### src/inc/lfc_pkg.sv
// constants and types for the low-frequency oscillator control block
package lfc_pkg;
    localparam int SYS_HZ = 50_000_000;
    localparam int LF_NOM_HZ = 80_000;
    localparam int LF_HALF_CYC = SYS_HZ / (2 * LF_NOM_HZ);
    localparam int LF_TRIM_STEP = 8;
    localparam int LF_TRIM_MID = 8;
    localparam int LF_SETTLE_US = 20;
    localparam int LF_SETTLE_CYC = LF_SETTLE_US * (SYS_HZ / 1_000_000);
    localparam int ADDR_W = 12;
    localparam logic [7:0] LF_CTRL_IDX = 8'h86;
    localparam logic [7:0] HF_CAL_IDX = 8'hb3;
    localparam logic [7:0] IRQ_STAT_IDX = 8'hc0;
    localparam logic [7:0] IRQ_MASK_IDX = 8'hc1;
    localparam logic [ADDR_W-1:0] LF_CTRL_ADDR = {2'b00, LF_CTRL_IDX, 2'b00};
    localparam logic [ADDR_W-1:0] HF_CAL_ADDR = {2'b00, HF_CAL_IDX, 2'b00};
    localparam logic [ADDR_W-1:0] IRQ_STAT_ADDR = {2'b00, IRQ_STAT_IDX, 2'b00};
    localparam logic [ADDR_W-1:0] IRQ_MASK_ADDR = {2'b00, IRQ_MASK_IDX, 2'b00};
    localparam int EN_BIT = 7;
    localparam int RDY_BIT = 6;
    localparam int TRIM_LSB = 2;
    localparam int DIV_LSB = 0;
    localparam int CAL_LSB = 0;
    localparam int EV_RDY = 0;
    localparam int EV_FALL = 1;
    localparam int EV_RISE = 2;
    localparam logic [3:0] LF_TRIM_RST = 4'h0;
    localparam logic [1:0] LF_DIV_RST = 2'h0;
    localparam logic [4:0] HF_CAL_DEFAULT = 5'h10;
    localparam logic [1:0] DIV_BY8 = 2'b00;
    localparam logic [1:0] DIV_BY4 = 2'b01;
    localparam logic [1:0] DIV_BY2 = 2'b10;
    localparam logic [1:0] DIV_BY1 = 2'b11;

    typedef enum logic [2:0] {
        LS_OFF = 3'b001,
        LS_SETTLE = 3'b010,
        LS_RUN = 3'b100
    } lfc_state_type;

    typedef struct packed {
        lfc_state_type state;
        logic en;
        logic [3:0] trim;
        logic [1:0] div;
        logic [4:0] cal;
        logic [2:0] stat;
        logic [2:0] mask;
        logic [8:0] half_cnt;
        logic [9:0] settle_cnt;
        logic raw;
        logic [2:0] dcnt;
        logic out;
        logic t2;
        logic t3;
        logic pready;
        logic perr;
        logic [31:0] prdata;
        logic irq;
    } lfc_regs_type;

    // half period in system cycles; trim 0 fastest, nominal 80 kHz at mid trim
    function automatic logic [8:0] lfc_half(input logic [3:0] trim);
        lfc_half = 9'(LF_HALF_CYC - LF_TRIM_MID * LF_TRIM_STEP
                      + int'(trim) * LF_TRIM_STEP);
    endfunction
endpackage

### src/rtl/lfc_osc_ctrl.sv
// low-frequency oscillator control, trim, divider and capture edge outputs
//
// Operation
// - oscillator runs at nominal 80 kHz before division or trim offset
// - divider select bits 1:0: 00 by 8, 01 by 4, 10 by 2, 11 by 1
// - four-bit trim in bits 5:2; 0000 fastest, 1111 slowest
// - second timer capture mode: each falling output edge raises a capture
// - third timer capture mode: each rising output edge raises a capture
// - high-frequency calibration resets to the factory value for 12 MHz
`timescale 1ns/1ns
`default_nettype none
module lfc_osc_ctrl
    import lfc_pkg::*;
#(
    parameter logic [4:0] HF_CAL_RESET = HF_CAL_DEFAULT
) (
    input wire logic sys_clk,
    input wire logic rst,
    input wire logic psel,
    input wire logic penable,
    input wire logic pwrite,
    input wire logic [ADDR_W-1:0] paddr,
    input wire logic [31:0] pwdata,
    output logic [31:0] prdata,
    output logic pready,
    output logic pslverr,
    input wire logic t2_capture_mode,
    input wire logic t3_capture_mode,
    output logic lf_osc_out,
    output logic t2_capture,
    output logic t3_capture,
    output logic [4:0] hf_period_trim,
    output logic irq
);
    lfc_regs_type r_reg;
    lfc_regs_type r_next;
    logic access;
    logic setup;
    logic [2:0] ev;

    always_comb begin
        r_next = r_reg;
        r_next.t2 = 1'b0;
        r_next.t3 = 1'b0;
        r_next.pready = 1'b0;
        r_next.perr = 1'b0;
        ev = 3'b000;
        setup = psel && !penable;
        access = psel && penable && r_reg.pready;
        // answer one cycle after setup; read data is frozen at that point
        if (setup) begin
            r_next.pready = 1'b1;
            r_next.prdata = 32'h0000_0000;
            case (paddr)
                LF_CTRL_ADDR: begin
                    r_next.prdata[EN_BIT] = r_reg.en;
                    r_next.prdata[RDY_BIT] = (r_reg.state == LS_RUN);
                    r_next.prdata[TRIM_LSB +: 4] = r_reg.trim;
                    r_next.prdata[DIV_LSB +: 2] = r_reg.div;
                end
                HF_CAL_ADDR: r_next.prdata[CAL_LSB +: 5] = r_reg.cal;
                IRQ_STAT_ADDR: r_next.prdata[2:0] = r_reg.stat;
                IRQ_MASK_ADDR: r_next.prdata[2:0] = r_reg.mask;
                default: r_next.perr = 1'b1;
            endcase
        end
        if (access && pwrite) begin
            case (paddr)
                LF_CTRL_ADDR: begin
                    r_next.en = pwdata[EN_BIT];
                    r_next.trim = pwdata[TRIM_LSB +: 4];
                    r_next.div = pwdata[DIV_LSB +: 2];
                end
                HF_CAL_ADDR: r_next.cal = pwdata[CAL_LSB +: 5];
                IRQ_MASK_ADDR: r_next.mask = pwdata[2:0];
                default: ;
            endcase
        end
        // enable, settle, run; ready only after the settle count
        case (r_reg.state)
            LS_OFF: begin
                if (r_reg.en) begin
                    r_next.state = LS_SETTLE;
                    r_next.settle_cnt = 10'd0;
                end
            end
            LS_SETTLE: begin
                if (!r_reg.en) begin
                    r_next.state = LS_OFF;
                end else if (r_reg.settle_cnt == 10'(LF_SETTLE_CYC - 1)) begin
                    r_next.state = LS_RUN;
                    ev[EV_RDY] = 1'b1;
                end else begin
                    r_next.settle_cnt = r_reg.settle_cnt + 10'd1;
                end
            end
            LS_RUN: begin
                if (!r_reg.en) begin
                    r_next.state = LS_OFF;
                end
            end
            default: r_next.state = LS_OFF;
        endcase
        // stopped oscillator parks low so no stray capture edges appear
        if (r_next.state == LS_OFF) begin
            r_next.half_cnt = 9'd0;
            r_next.raw = 1'b0;
            r_next.dcnt = 3'd0;
        end else if (r_reg.half_cnt >= lfc_half(r_reg.trim) - 9'd1) begin
            // compare with >= so a trim cut mid-period ends at once
            r_next.half_cnt = 9'd0;
            r_next.raw = ~r_reg.raw;
            if (!r_reg.raw) begin
                r_next.dcnt = r_reg.dcnt + 3'd1;
            end
        end else begin
            r_next.half_cnt = r_reg.half_cnt + 9'd1;
        end
        case (r_reg.div)
            DIV_BY1: r_next.out = r_next.raw;
            DIV_BY2: r_next.out = r_next.dcnt[0];
            DIV_BY4: r_next.out = r_next.dcnt[1];
            DIV_BY8: r_next.out = r_next.dcnt[2];
            default: r_next.out = r_next.raw;
        endcase
        ev[EV_FALL] = r_reg.out && !r_next.out;
        ev[EV_RISE] = !r_reg.out && r_next.out;
        r_next.t2 = ev[EV_FALL] && t2_capture_mode;
        r_next.t3 = ev[EV_RISE] && t3_capture_mode;
        // set wins over the read clear; only bits already shown in the read are cleared,
        // so an event landing between setup and access is not lost
        if (access && !pwrite && paddr == IRQ_STAT_ADDR) begin
            r_next.stat = (r_reg.stat & ~r_reg.prdata[2:0]) | ev;
        end else begin
            r_next.stat = r_reg.stat | ev;
        end
        r_next.irq = |(r_next.stat & r_next.mask);
    end

    always_ff @(posedge sys_clk) begin
        if (rst) begin
            r_reg <= '0;
            r_reg.state <= LS_OFF;
            r_reg.trim <= LF_TRIM_RST;
            r_reg.div <= LF_DIV_RST;
            r_reg.cal <= HF_CAL_RESET;
        end else begin
            r_reg <= r_next;
        end
    end

    assign prdata = r_reg.prdata;
    assign pready = r_reg.pready;
    assign pslverr = r_reg.perr;
    assign lf_osc_out = r_reg.out;
    assign t2_capture = r_reg.t2;
    assign t3_capture = r_reg.t3;
    assign hf_period_trim = r_reg.cal;
    assign irq = r_reg.irq;
endmodule
`default_nettype wire

### config.mk
export PLATFORM = sky130hd
export DESIGN_NAME = lfc_osc_ctrl
export DESIGN_NICKNAME = d
export VERILOG_FILES = /design/src/inc/lfc_pkg.sv /design/src/rtl/lfc_osc_ctrl.sv
export SDC_FILE = /design/constraint.sdc
export NUM_CORES = 1
export LEC_CHECK = 0
export BUFFER_PORTS_ARGS = -buffer_cell sky130_fd_sc_hd__buf_2
export CAP_MARGIN = 20
export CORE_UTILIZATION = 30
export CTS_BUF_LIST = sky130_fd_sc_hd__clkbuf_2
export CTS_CLUSTER_DIAMETER = 60
export DETAILED_ROUTE_END_ITERATION = 8
export PLACE_DENSITY_LB_ADDON = 0.1
export SETUP_SLACK_MARGIN = 0.02
export SLEW_MARGIN = 0
export SYNTH_ARGS = -nofsm -noshare
export SYNTH_HDL_FRONTEND = slang
export SYNTH_SLANG_ARGS = --single-unit
### constraint.sdc
create_clock -name sys_clk -period 7.9 [get_ports sys_clk]
set_input_delay 1.58 -clock sys_clk [delete_from_list [all_inputs] [get_ports sys_clk]]
set_output_delay 1.58 -clock sys_clk [all_outputs]
set_load 0.02 [all_outputs]
==> Word-level counts from Yosys, hierarchy flattened <==
Index checks and enable logic that the tools add are counted.
{ "word_totals": {"ff_bits": 58, "latchBits": 0, "ram_bits": 0, "rom_bits": 0, "input_bits": 51, "output_inout_bits": 43, "wordCells": 93, "mem_count": 0} }
{ "op_classes": {"add_sub_neg": 5, "mul": 0, "div": 0, "order_cmp": 1, "eq_ne": 15, "shift": 0, "muxes": 24, "bitwise": 7, "reduce_logical": 23} }
{ "op_table": {"columns": ["cell", "count"], "rows": [
  ["== test 12 x 10 -> 1 bit (second input constant)", 4],
  ["two-way mux 34 bit", 1],
  ["two-way mux 10 bit", 3],
  ["two-way mux 3 bit", 9],
  ["case mux 10 bit (2 select lines)", 1],
  ["case mux 3 bit (4 select lines)", 1],
  ["adder 10 x 1 -> 10 bit (second input constant)", 1],
  ["== test 10 bit (second input constant)", 1],
  ["logical AND 1 bit", 10],
  ["adder 8 x 7 -> 9 bit (first input constant)", 1],
  ["adder 9 x 1 -> 9 bit (second input constant)", 1],
  [">= comparator 9 bit", 1],
  ["case mux 3 bit (3 select lines)", 1],
  ["subtractor 9 x 1 -> 9 bit (second input constant)", 1],
  ["two-way mux 4 bit", 2],
  ["AND 3 bit", 2],
  ["== test 3 x 1 -> 1 bit (second input constant)", 2],
  ["!= test 2 bit (second input constant)", 3],
  ["bitwise OR 3 bit", 2],
  ["OR reduction 3 bit", 2],
  ["== test 2 bit (second input constant)", 2],
  ["zero test 1 bit", 4],
  ["two-way mux 1 bit", 4],
  ["case mux 1 bit (4 select lines)", 1],
  ["other kinds (13)", 15]
]} }

==> Longest topological paths before layout <==
Gate-level depths: netlist (run 1).
{ "logic_depth": {"ltp_word": 13, "ltp_mapped": 11, "ltp_nobuf": 11} }

==> Least setup slack after synthesis (run 1) <==
OpenSTA, ideal clock, no wires.
{ "synth_timing": {"path_kind": "in2reg", "from": "input paddr[1]", "to": "register r_reg (netlist bit irq)", "setup_time_ns": 0.125, "t_arrival_ns": 3.140, "required_ns": 7.775, "setup_slack_ns": 4.635, "cell_stages": 7, "path_buffers": 0, "path_cell_list": "nor4b_4 -> nand4_2 -> or4_1 -> o21a_1 -> a31oi_1 -> o21a_1 -> a31oi_1"} }
{ "synth_via": {"elab_chain_cells": 5, "elab_cells_between_ends": 8, "classes_between": "2 x eq/ne; 3 x mux; 1 x bitwise; 2 x reduce/logical"} }
{ "synth_lines": {"columns": ["element", "line_no", "source"], "rows": [
  ["start: declaration", "lfc_osc_ctrl.sv:22", "input wire logic [ADDR_W-1:0] paddr,"],
  ["== test 12 x 10 -> 1 bit, on equally long branches", "lfc_osc_ctrl.sv:68, lfc_osc_ctrl.sv:132", null],
  ["two-way mux 3 bit / logical AND 1 bit (equally long branches)", "lfc_osc_ctrl.sv:68, lfc_osc_ctrl.sv:132", null],
  ["two-way mux 3 bit, on equally long branches", "lfc_osc_ctrl.sv:67, lfc_osc_ctrl.sv:132", null],
  ["AND 3 bit (*)", "lfc_osc_ctrl.sv:137", "r_next.irq = |(r_next.stat & r_next.mask);"],
  ["OR reduction 3 bit (*)", "lfc_osc_ctrl.sv:137", null],
  ["end signal: assignment", "lfc_osc_ctrl.sv:148", "r_reg <= r_next;"],
  ["end: declaration", "lfc_osc_ctrl.sv:35", "lfc_regs_type r_reg;"]
]} }
Mark *: on every way between the ends. The rest lies on a longest branch, timed or not.
A chain may end at the register's enable or synchronous reset.

==> Final worst setup path (run 1) <==
{ "layout_timing": {"from": "input paddr[1]", "to": "register r_reg[78] (netlist name)"} }
{ "layout_via": {"elab_chain_cells": 2} }
{ "layout_lines": {"columns": ["element", "line_no", "source"], "rows": [
  ["== test 12 x 10 -> 1 bit", "lfc_osc_ctrl.sv:68", "case (paddr)"],
  ["AND reduction 2 bit (no line)", null, null]
]} }
No other way between the ends.

==> metrics.md, run 1 <==
| Metric | Value |
|---|---|
| Worst hold path endpoint | `prdata[7]$_SDFFE_PP0P_` |
| DR vias/cell | `4.58` |
| Routed length on met2 | `approximately 2900 µm` |
| Vias in the first global route | `2298` |
| P&R area growth vs syn | `8.01%` |
| Routability cong. | `0.707` |
| Post-synth EDFFs | `0` |
| CTS hold repair buffers | `0` |
| P_sw | `about 0.14 mW` |
| Clock Sink Count | `between 50 and 60` |
| Commonest cells after routing, fill and taps aside | `dfxtp_1, nor2_1, buf_2, conb_1, nand2_1` |
| Overall routing resource usage | `13.3%` |
| Ports | `94` |
| Hold Path Cell Cnt | `2` |
| Least-Margin Pin Slew | `about 0.95 ns` |
| Seq/Total Area, Yosys | `a little under two fifths` |
| Largest net degree at the start of global routing | `37` |
| Grt ovf | `0` |
| Chip height | `roughly 100 µm` |
| Crit-path max cell delay | `0.83 ns` |
| Hold path start | `prdata[7]$_SDFFE_PP0P_` |
| PortBufs | `44` |
| Reg2Reg Depth | `11` |
| Max reg flops | `39` |
| DIE WIDTH | `about 100 µm` |
| Top Layer Used | `met4` |
| Status | `finished clean` |
| N_diodes | `0` |
| Data arrival time of the worst path | `approximately 4.0 ns` |
| Dpl hpwl | `between 4000 and 5000 µm` |
| Post-Syn Area | `roughly 0.0031 mm²` |
| Drt total wl | `6730 µm` |
| Max FO, Critical Path | `10` |
| Clk slew on worst S/H paths | `~0.17 ns` |
| Reg2reg end | `t2_capture$_SDFF_PP0_` |
| WS Path Type | `in -> reg` |
| Seq cells post-synth | `58` |
| Clock Latency Late Sink | `between 0.4 and 0.5 ns` |
| Slew HR | `a little over a third` |
| R2R Setup Slk | `around 4.8 ns` |
| CP required | `8.23 ns` |
| Placed Cells | `507` |
| Crit-path slowest cell | `nor2b_1` |
| Starting Density | `a little under a third` |
| Root Driver | `clkbuf_2` |
| H-tree Lvls | `3` |
| Sequential power share | `between 50% and 60%` |
| Clk pwr share | `about two fifths` |
| CTS-repair resized insts | `0` |
| Core area | `~0.010 mm²` |
| Cell variety after synth | `56` |
| Metal3 WL | `~300 µm` |
| Max clock buf depth | `2` |
| Drt initial violations | `between 100 and 150` |
| Worst hold slack | `0.460 ns` |
| Cell chain of the critical path | `buf_2 -> nor4b_4 -> nand4b_1 -> nor4_4 -> nor2b_1 -> mux2i_1 -> nor2_1` |
| Internal Power | `around 0.41 mW` |
| CP startpoint | `paddr[1]` |
| HP Class | `reg -> reg` |
| Main synth FF type | `dfxtp_1` |
| Avg WL per Cell | `12.9 µm` |
| Non-Filler Instances | `522` |
| Endpoints failing setup | `0` |
| Crit share post-route | `between 40% and 50%` |
| Max Slew Vio Count | `0` |
| Post-CTS setup buffer count | `0` |
| Commonest non-fill, non-tap cell in the layout | `dfxtp_1` |
| Post-synth top area share | `a little under two fifths` |
| Maximum clock rate | `about 0.27 GHz` |
| Tmin final | `3.67 ns` |
| Max VDD drop | `0.0783 mV` |
| Leading area contributor after synthesis | `dfxtp_1` |
| WL met1 | `around 3400 µm` |
| FF-to-FF Start | `r_reg[75]$_SDFFE_PP0P_` |
| Top cells by area, synth | `dfxtp_1, buf_4, nor2_1` |
| Setup crit end kind | `flip-flop` |
| Max-cap violation count | `0` |
| Final ANT Viol Nets | `0` |
| Sw frac | `about a quarter` |
| Initial antenna violation count | `0` |
| First-pass GRT wire length | `approximately 11000 µm` |
| Ratio of cells with drive above 1 in the final layout | `roughly 19%` |
| Synth Area per Inst | `8.80 µm²` |
| Row count | `36` |
| TritonCTS clock tree | `yes` |
| YS warnings | `0` |
| DRC violation count after routing | `0` |
| Clk_skew | `between 0.02 and 0.03 ns` |
| CTS buffer count | `9` |
| Leak | `around 1.3 nW` |
| Die area | `~0.011 mm²` |
| Drt pass-1 iters | `4` |
| CP Launch Type | `primary input` |
| RSZ-0062 raised after global routing | `no` |
| Final hold viol count | `0` |
| FFs w/ async S/R, synth | `0%` |
| Filler Cell Count | `around 1100` |
| PD cells | `~160 mW/mm²` |
| Cells after Synth | `355` |
| Final #Nets | `approximately 450` |
| Logic pwr share | `between 6 and 7%` |
| Setup TNS | `0 ns` |
| Vias | `2393` |
-- cell families (layout without fill, tap and decap cells) --
group,after synthesis,after routing,synth area share (%)
AND/OR/NAND/NOR,144,144,25.1
flip-flops,58,58,37.1
buffers and inverters,58,69,12.2
AO/OA/AOI/OAI,51,51,11.4
multiplexers,17,17,5.44
XOR/XNOR,15,15,4.20
adder cells (fa/ha/maj),11,11,4.40
other,1,24,0.120
-- synthesized netlist by cell type, types with 3 or more instances --
master and instances:
nor2_1 56, mux2i_1 17, o21a_1 3, and3_1 3
a211oi_1 3, nor3b_1 4, dfxtp_1 58, nand4b_1 3
a221oi_1 5, nand2_1 20, clkbuf_1 5, o21ai_0 10
inv_1 10, xor2_1 9, ha_1 11, nor2b_1 10
a21oi_1 14, nand3_1 12, buf_4 38, nand4_1 4
or3_1 4, nor3_1 5, xnor2_1 6, nand2b_1 3
-- power by group through the flow --
| stage | registers, mW | clock network, mW | logic (mW) |
|---|---|---|---|
| 4_1_cts | 0.296 | 0.224 | 0.0351 |
| 3_5_place_dp | 0.302 | 0 | 0.0349 |
| 3_3_place_gp | 0.302 | 0 | 0.0349 |
| 5_1_grt | 0.296 | 0.239 | 0.0379 |
| 6_report | 0.296 | 0.213 | 0.0348 |
| 2_1_floorplan | 0.302 | 0 | 0.0339 |
-- through the flow --
| stage | utilization (%) | setup slack (ns) | power [mW] | area, µm² |
|---|---|---|---|---|
| after floorplan | - | 4.63 | 0.336 | 3210 |
| after CTS | 33.9 | 4.26 | 0.555 | 3380 |
| after global routing | 33.9 | 4.13 | 0.573 | 3380 |
| final | 33.9 | 4.23 | 0.544 | 3380 |
| after detailed placement | 32.7 | 3.72 | 0.337 | 3250 |
| after global placement | 32.7 | 3.72 | 0.337 | 3250 |
-- metal layers --
| layer | vias up | GRT usage [%] |
|---|---|---|
| li1 | 1238 | - |
| met3 | 7 | 3.70 |
| met2 | 58 | 20.3 |
| met4 | 0 | 5.20 |
| met5 | - | 0 |
| met1 | 1090 | 17.8 |
-- area by class of cell --
cell class	count	area [µm²]	area share (%)
clock buffer	11	55.1	1.63
clock inverter	4	67.6	2.00
inverter	10	37.5	1.11
multi-input combinational	262	1670	49.4
sequential	58	1160	34.4
tap	133	166	4.93
timing repair buffer	44	220	6.52
-- worst max-delay path: cells and delay by family --
family	cells	cell delay [ns]
buffers and inverters	1	0.11
and+or+nand+nor	5	2.03
muxes	1	0.26
-- worst max path at each step --
stage	end	slack, ns	cells after the start
6_report	r_reg[78]$_SDFFE_PP0P_	4.23	7
5_1_grt	r_reg[74]$_SDFFE_PP0P_	4.13	7
4_1_cts	r_reg[78]$_SDFFE_PP0P_	4.26	7
3_5_place_dp	r_reg[72]$_SDFFE_PP0P_	3.72	7
3_3_place_gp	r_reg[72]$_SDFFE_PP0P_	3.72	7
2_1_floorplan	irq$_SDFF_PP0_	4.63	7
No activity file was read; power rests on OpenSTA's default activity.
==> inputs of run 2 (changes only) <==
==> constraint.sdc (replaced) <==
create_clock -name sys_clk -period 3.8 [get_ports sys_clk]
set_input_delay 0.76 -clock sys_clk [delete_from_list [all_inputs] [get_ports sys_clk]]
set_output_delay 0.76 -clock sys_clk [all_outputs]
set_load 0.02 [all_outputs]
==> run 2 against run 1 <==
Cell count increased by 0.57%. Via count increased by 2.0%. Hold slack got worse by 0.0010 ns. Routed wire length about the same. Sequential power increased by 110%. Clock skew decreased by 0.0059 ns. Sequential cell count unchanged. Sequential share of layout area about the same. Design area about the same. Non-clock buffer count increased by 3. Global-route usage increased by 0.29 points. Clock power increased by 77%. Largest cell class unchanged.
==> metrics.md, run 2 (synthesis results as in run 1) <==
| Metric | Value |
|---|---|
| Final ANT Viol Nets | `0` |
| Max-cap violation count | `0` |
| RSZ-0062 raised after global routing | `no` |
| Ratio of cells with drive above 1 in the final layout | `between 10% and 20%` |
| Endpoints failing setup | `0` |
| Max Slew Vio Count | `0` |
| Drt initial violations | `about 120` |
| Final #Nets | `450` |
| Slew HR | `a little under half` |
| Status | `finished clean` |
| Core area | `about 0.01 mm²` |
| Internal Power | `slightly below 0.8 mW` |
| Clk_skew | `around 0.023 ns` |
| CTS hold repair buffers | `0` |
| PD cells | `315 mW/mm²` |
| DIE WIDTH | `roughly 100 µm` |
| Leak | `roughly 1.3 nW` |
| Max FO, Critical Path | `5` |
| Clock Latency Late Sink | `a little under 0.5 ns` |
| Core Util, Final | `roughly 34%` |
| P_sw | `approximately 0.28 mW` |
| Overall Power | `about 1.1 mW` |
| Worst hold slack | `0.459 ns` |
| Max reg flops | `39` |
| Commonest cells after routing, fill and taps aside | `dfxtp_1, nor2_1, buf_2, conb_1, nand2_1` |
| WS Path Type | `reg -> reg` |
| Tmin final | `between 3 and 4 ns` |
| Routability cong. | `just over 0.7` |
| Grt ovf | `0` |
| Drt total wl | `approximately 6700 µm` |
| DR vias/cell | `between 4 and 5` |
| Max clock buf depth | `2` |
| Vias in the first global route | `approximately 2300` |
| Die area | `roughly 0.011 mm²` |
| Data arrival time of the worst path | `3.55 ns` |
| Clk slew on worst S/H paths | `between 0.15 and 0.2 ns` |
| Max VDD drop | `0.121 mV` |
| Sw frac | `a little over a quarter` |
| CP Launch Type | `flip-flop` |
| Maximum clock rate | `0.316 GHz` |
| N_diodes | `0` |
| Clk pwr share | `between 30% and 40%` |
| Setup slack after layout | `about 0.64 ns` |
| H-tree Lvls | `3` |
| CP required | `around 4.2 ns` |
| Commonest non-fill, non-tap cell in the layout | `dfxtp_1` |
| Least-Margin Pin Slew | `about 0.82 ns` |
| Dpl hpwl | `around 5000 µm` |
| Vias | `~2400` |
| Ports | `94` |
| TritonCTS clock tree | `yes` |
| Starting Density | `about a third` |
| Avg WL per Cell | `around 13 µm` |
| Largest net degree at the start of global routing | `36` |
| PortBufs | `44` |
| Clock Sink Count | `58` |
| CTS-repair resized insts | `0` |
| Crit share post-route | `between 80 and 90%` |
| CTS buffer count | `9` |
| Root Driver | `clkbuf_2` |
| Overall routing resource usage | `13.6%` |
| Setup crit end kind | `flip-flop` |
| HP Class | `reg -> reg` |
| Setup slack at placement | `about 0.63 ns` |
| Sequential power share | `between 50% and 60%` |
| Initial antenna violation count | `0` |
| Post-CTS setup buffer count | `0` |
| First-pass GRT wire length | `around 11000 µm` |
| Logic pwr share | `under 10%` |
| Final hold viol count | `0` |
| P&R area growth vs syn | `7.97%` |
| Setup TNS | `0 ns` |
| Filler Cell Count | `1075` |
| Row count | `36` |
| DRC violation count after routing | `0` |
| Drt pass-1 iters | `4` |
| Chip height | `approximately 100 µm` |
-- run 2: layer usage --
layer	vias up	wire length, µm	global-route usage, %
met3	8	272	4.51
met1	1133	3320	17.6
met4	0	69	5.20
li1	1244	-	-
met5	-	0	0
met2	57	3060	21.0
-- run 2: worst paths after layout --
check,startpoint,to,slack [ns],depth (start not counted)
max reg2reg,r_reg[75]$_SDFFE_PP0P_,irq$_SDFF_PP0_,0.64,11
max,r_reg[75]$_SDFFE_PP0P_,irq$_SDFF_PP0_,0.64,11
min reg2reg,prdata[7]$_SDFFE_PP0P_,prdata[7]$_SDFFE_PP0P_,0.46,2
min,prdata[7]$_SDFFE_PP0P_,prdata[7]$_SDFFE_PP0P_,0.46,2
-- run 2: area by class of cell --
| type | count | area [µm²] | area share (%) |
|---|---|---|---|
| Sequential cell | 58 | 1160 | 34.4 |
| Inverter | 10 | 37.5 | 1.11 |
| Tap cell | 133 | 166 | 4.93 |
| Multi-Input combinational cell | 262 | 1670 | 49.4 |
| Clock inverter | 4 | 43.8 | 1.30 |
| Timing Repair Buffer | 47 | 243 | 7.19 |
| Clock buffer | 11 | 55.1 | 1.63 |
-- run 2: critical path: stages, from the launching register on --
cell and delay, ns:
dfxtp_1 0.43, inv_1 0.08, ha_1 0.20, ha_1 0.27, ha_1 0.32, a211oi_2 0.22
nor2_1 0.14, nor3b_1 0.23, nor4_1 0.10, a221o_1 0.38, or4_1 0.48, a31oi_1 0.23
-- run 2: power by group through the flow --
stage | registers [mW] | logic, mW | clock network, mW
floorplan | 0.628 | 0.0704 | 0
global placement | 0.628 | 0.0736 | 0
detailed placement | 0.628 | 0.0736 | 0
CTS | 0.615 | 0.0738 | 0.395
global route | 0.616 | 0.0797 | 0.429
finish | 0.615 | 0.0729 | 0.376
-- run 2: per-stage QoR --
step / instance area [µm²] / cells
3_3_place_gp: 3280 / 510
2_1_floorplan: 3210 / 378
6_report: 3370 / 525
3_5_place_dp: 3280 / 510
4_1_cts: 3370 / 525
5_1_grt: 3370 / 525
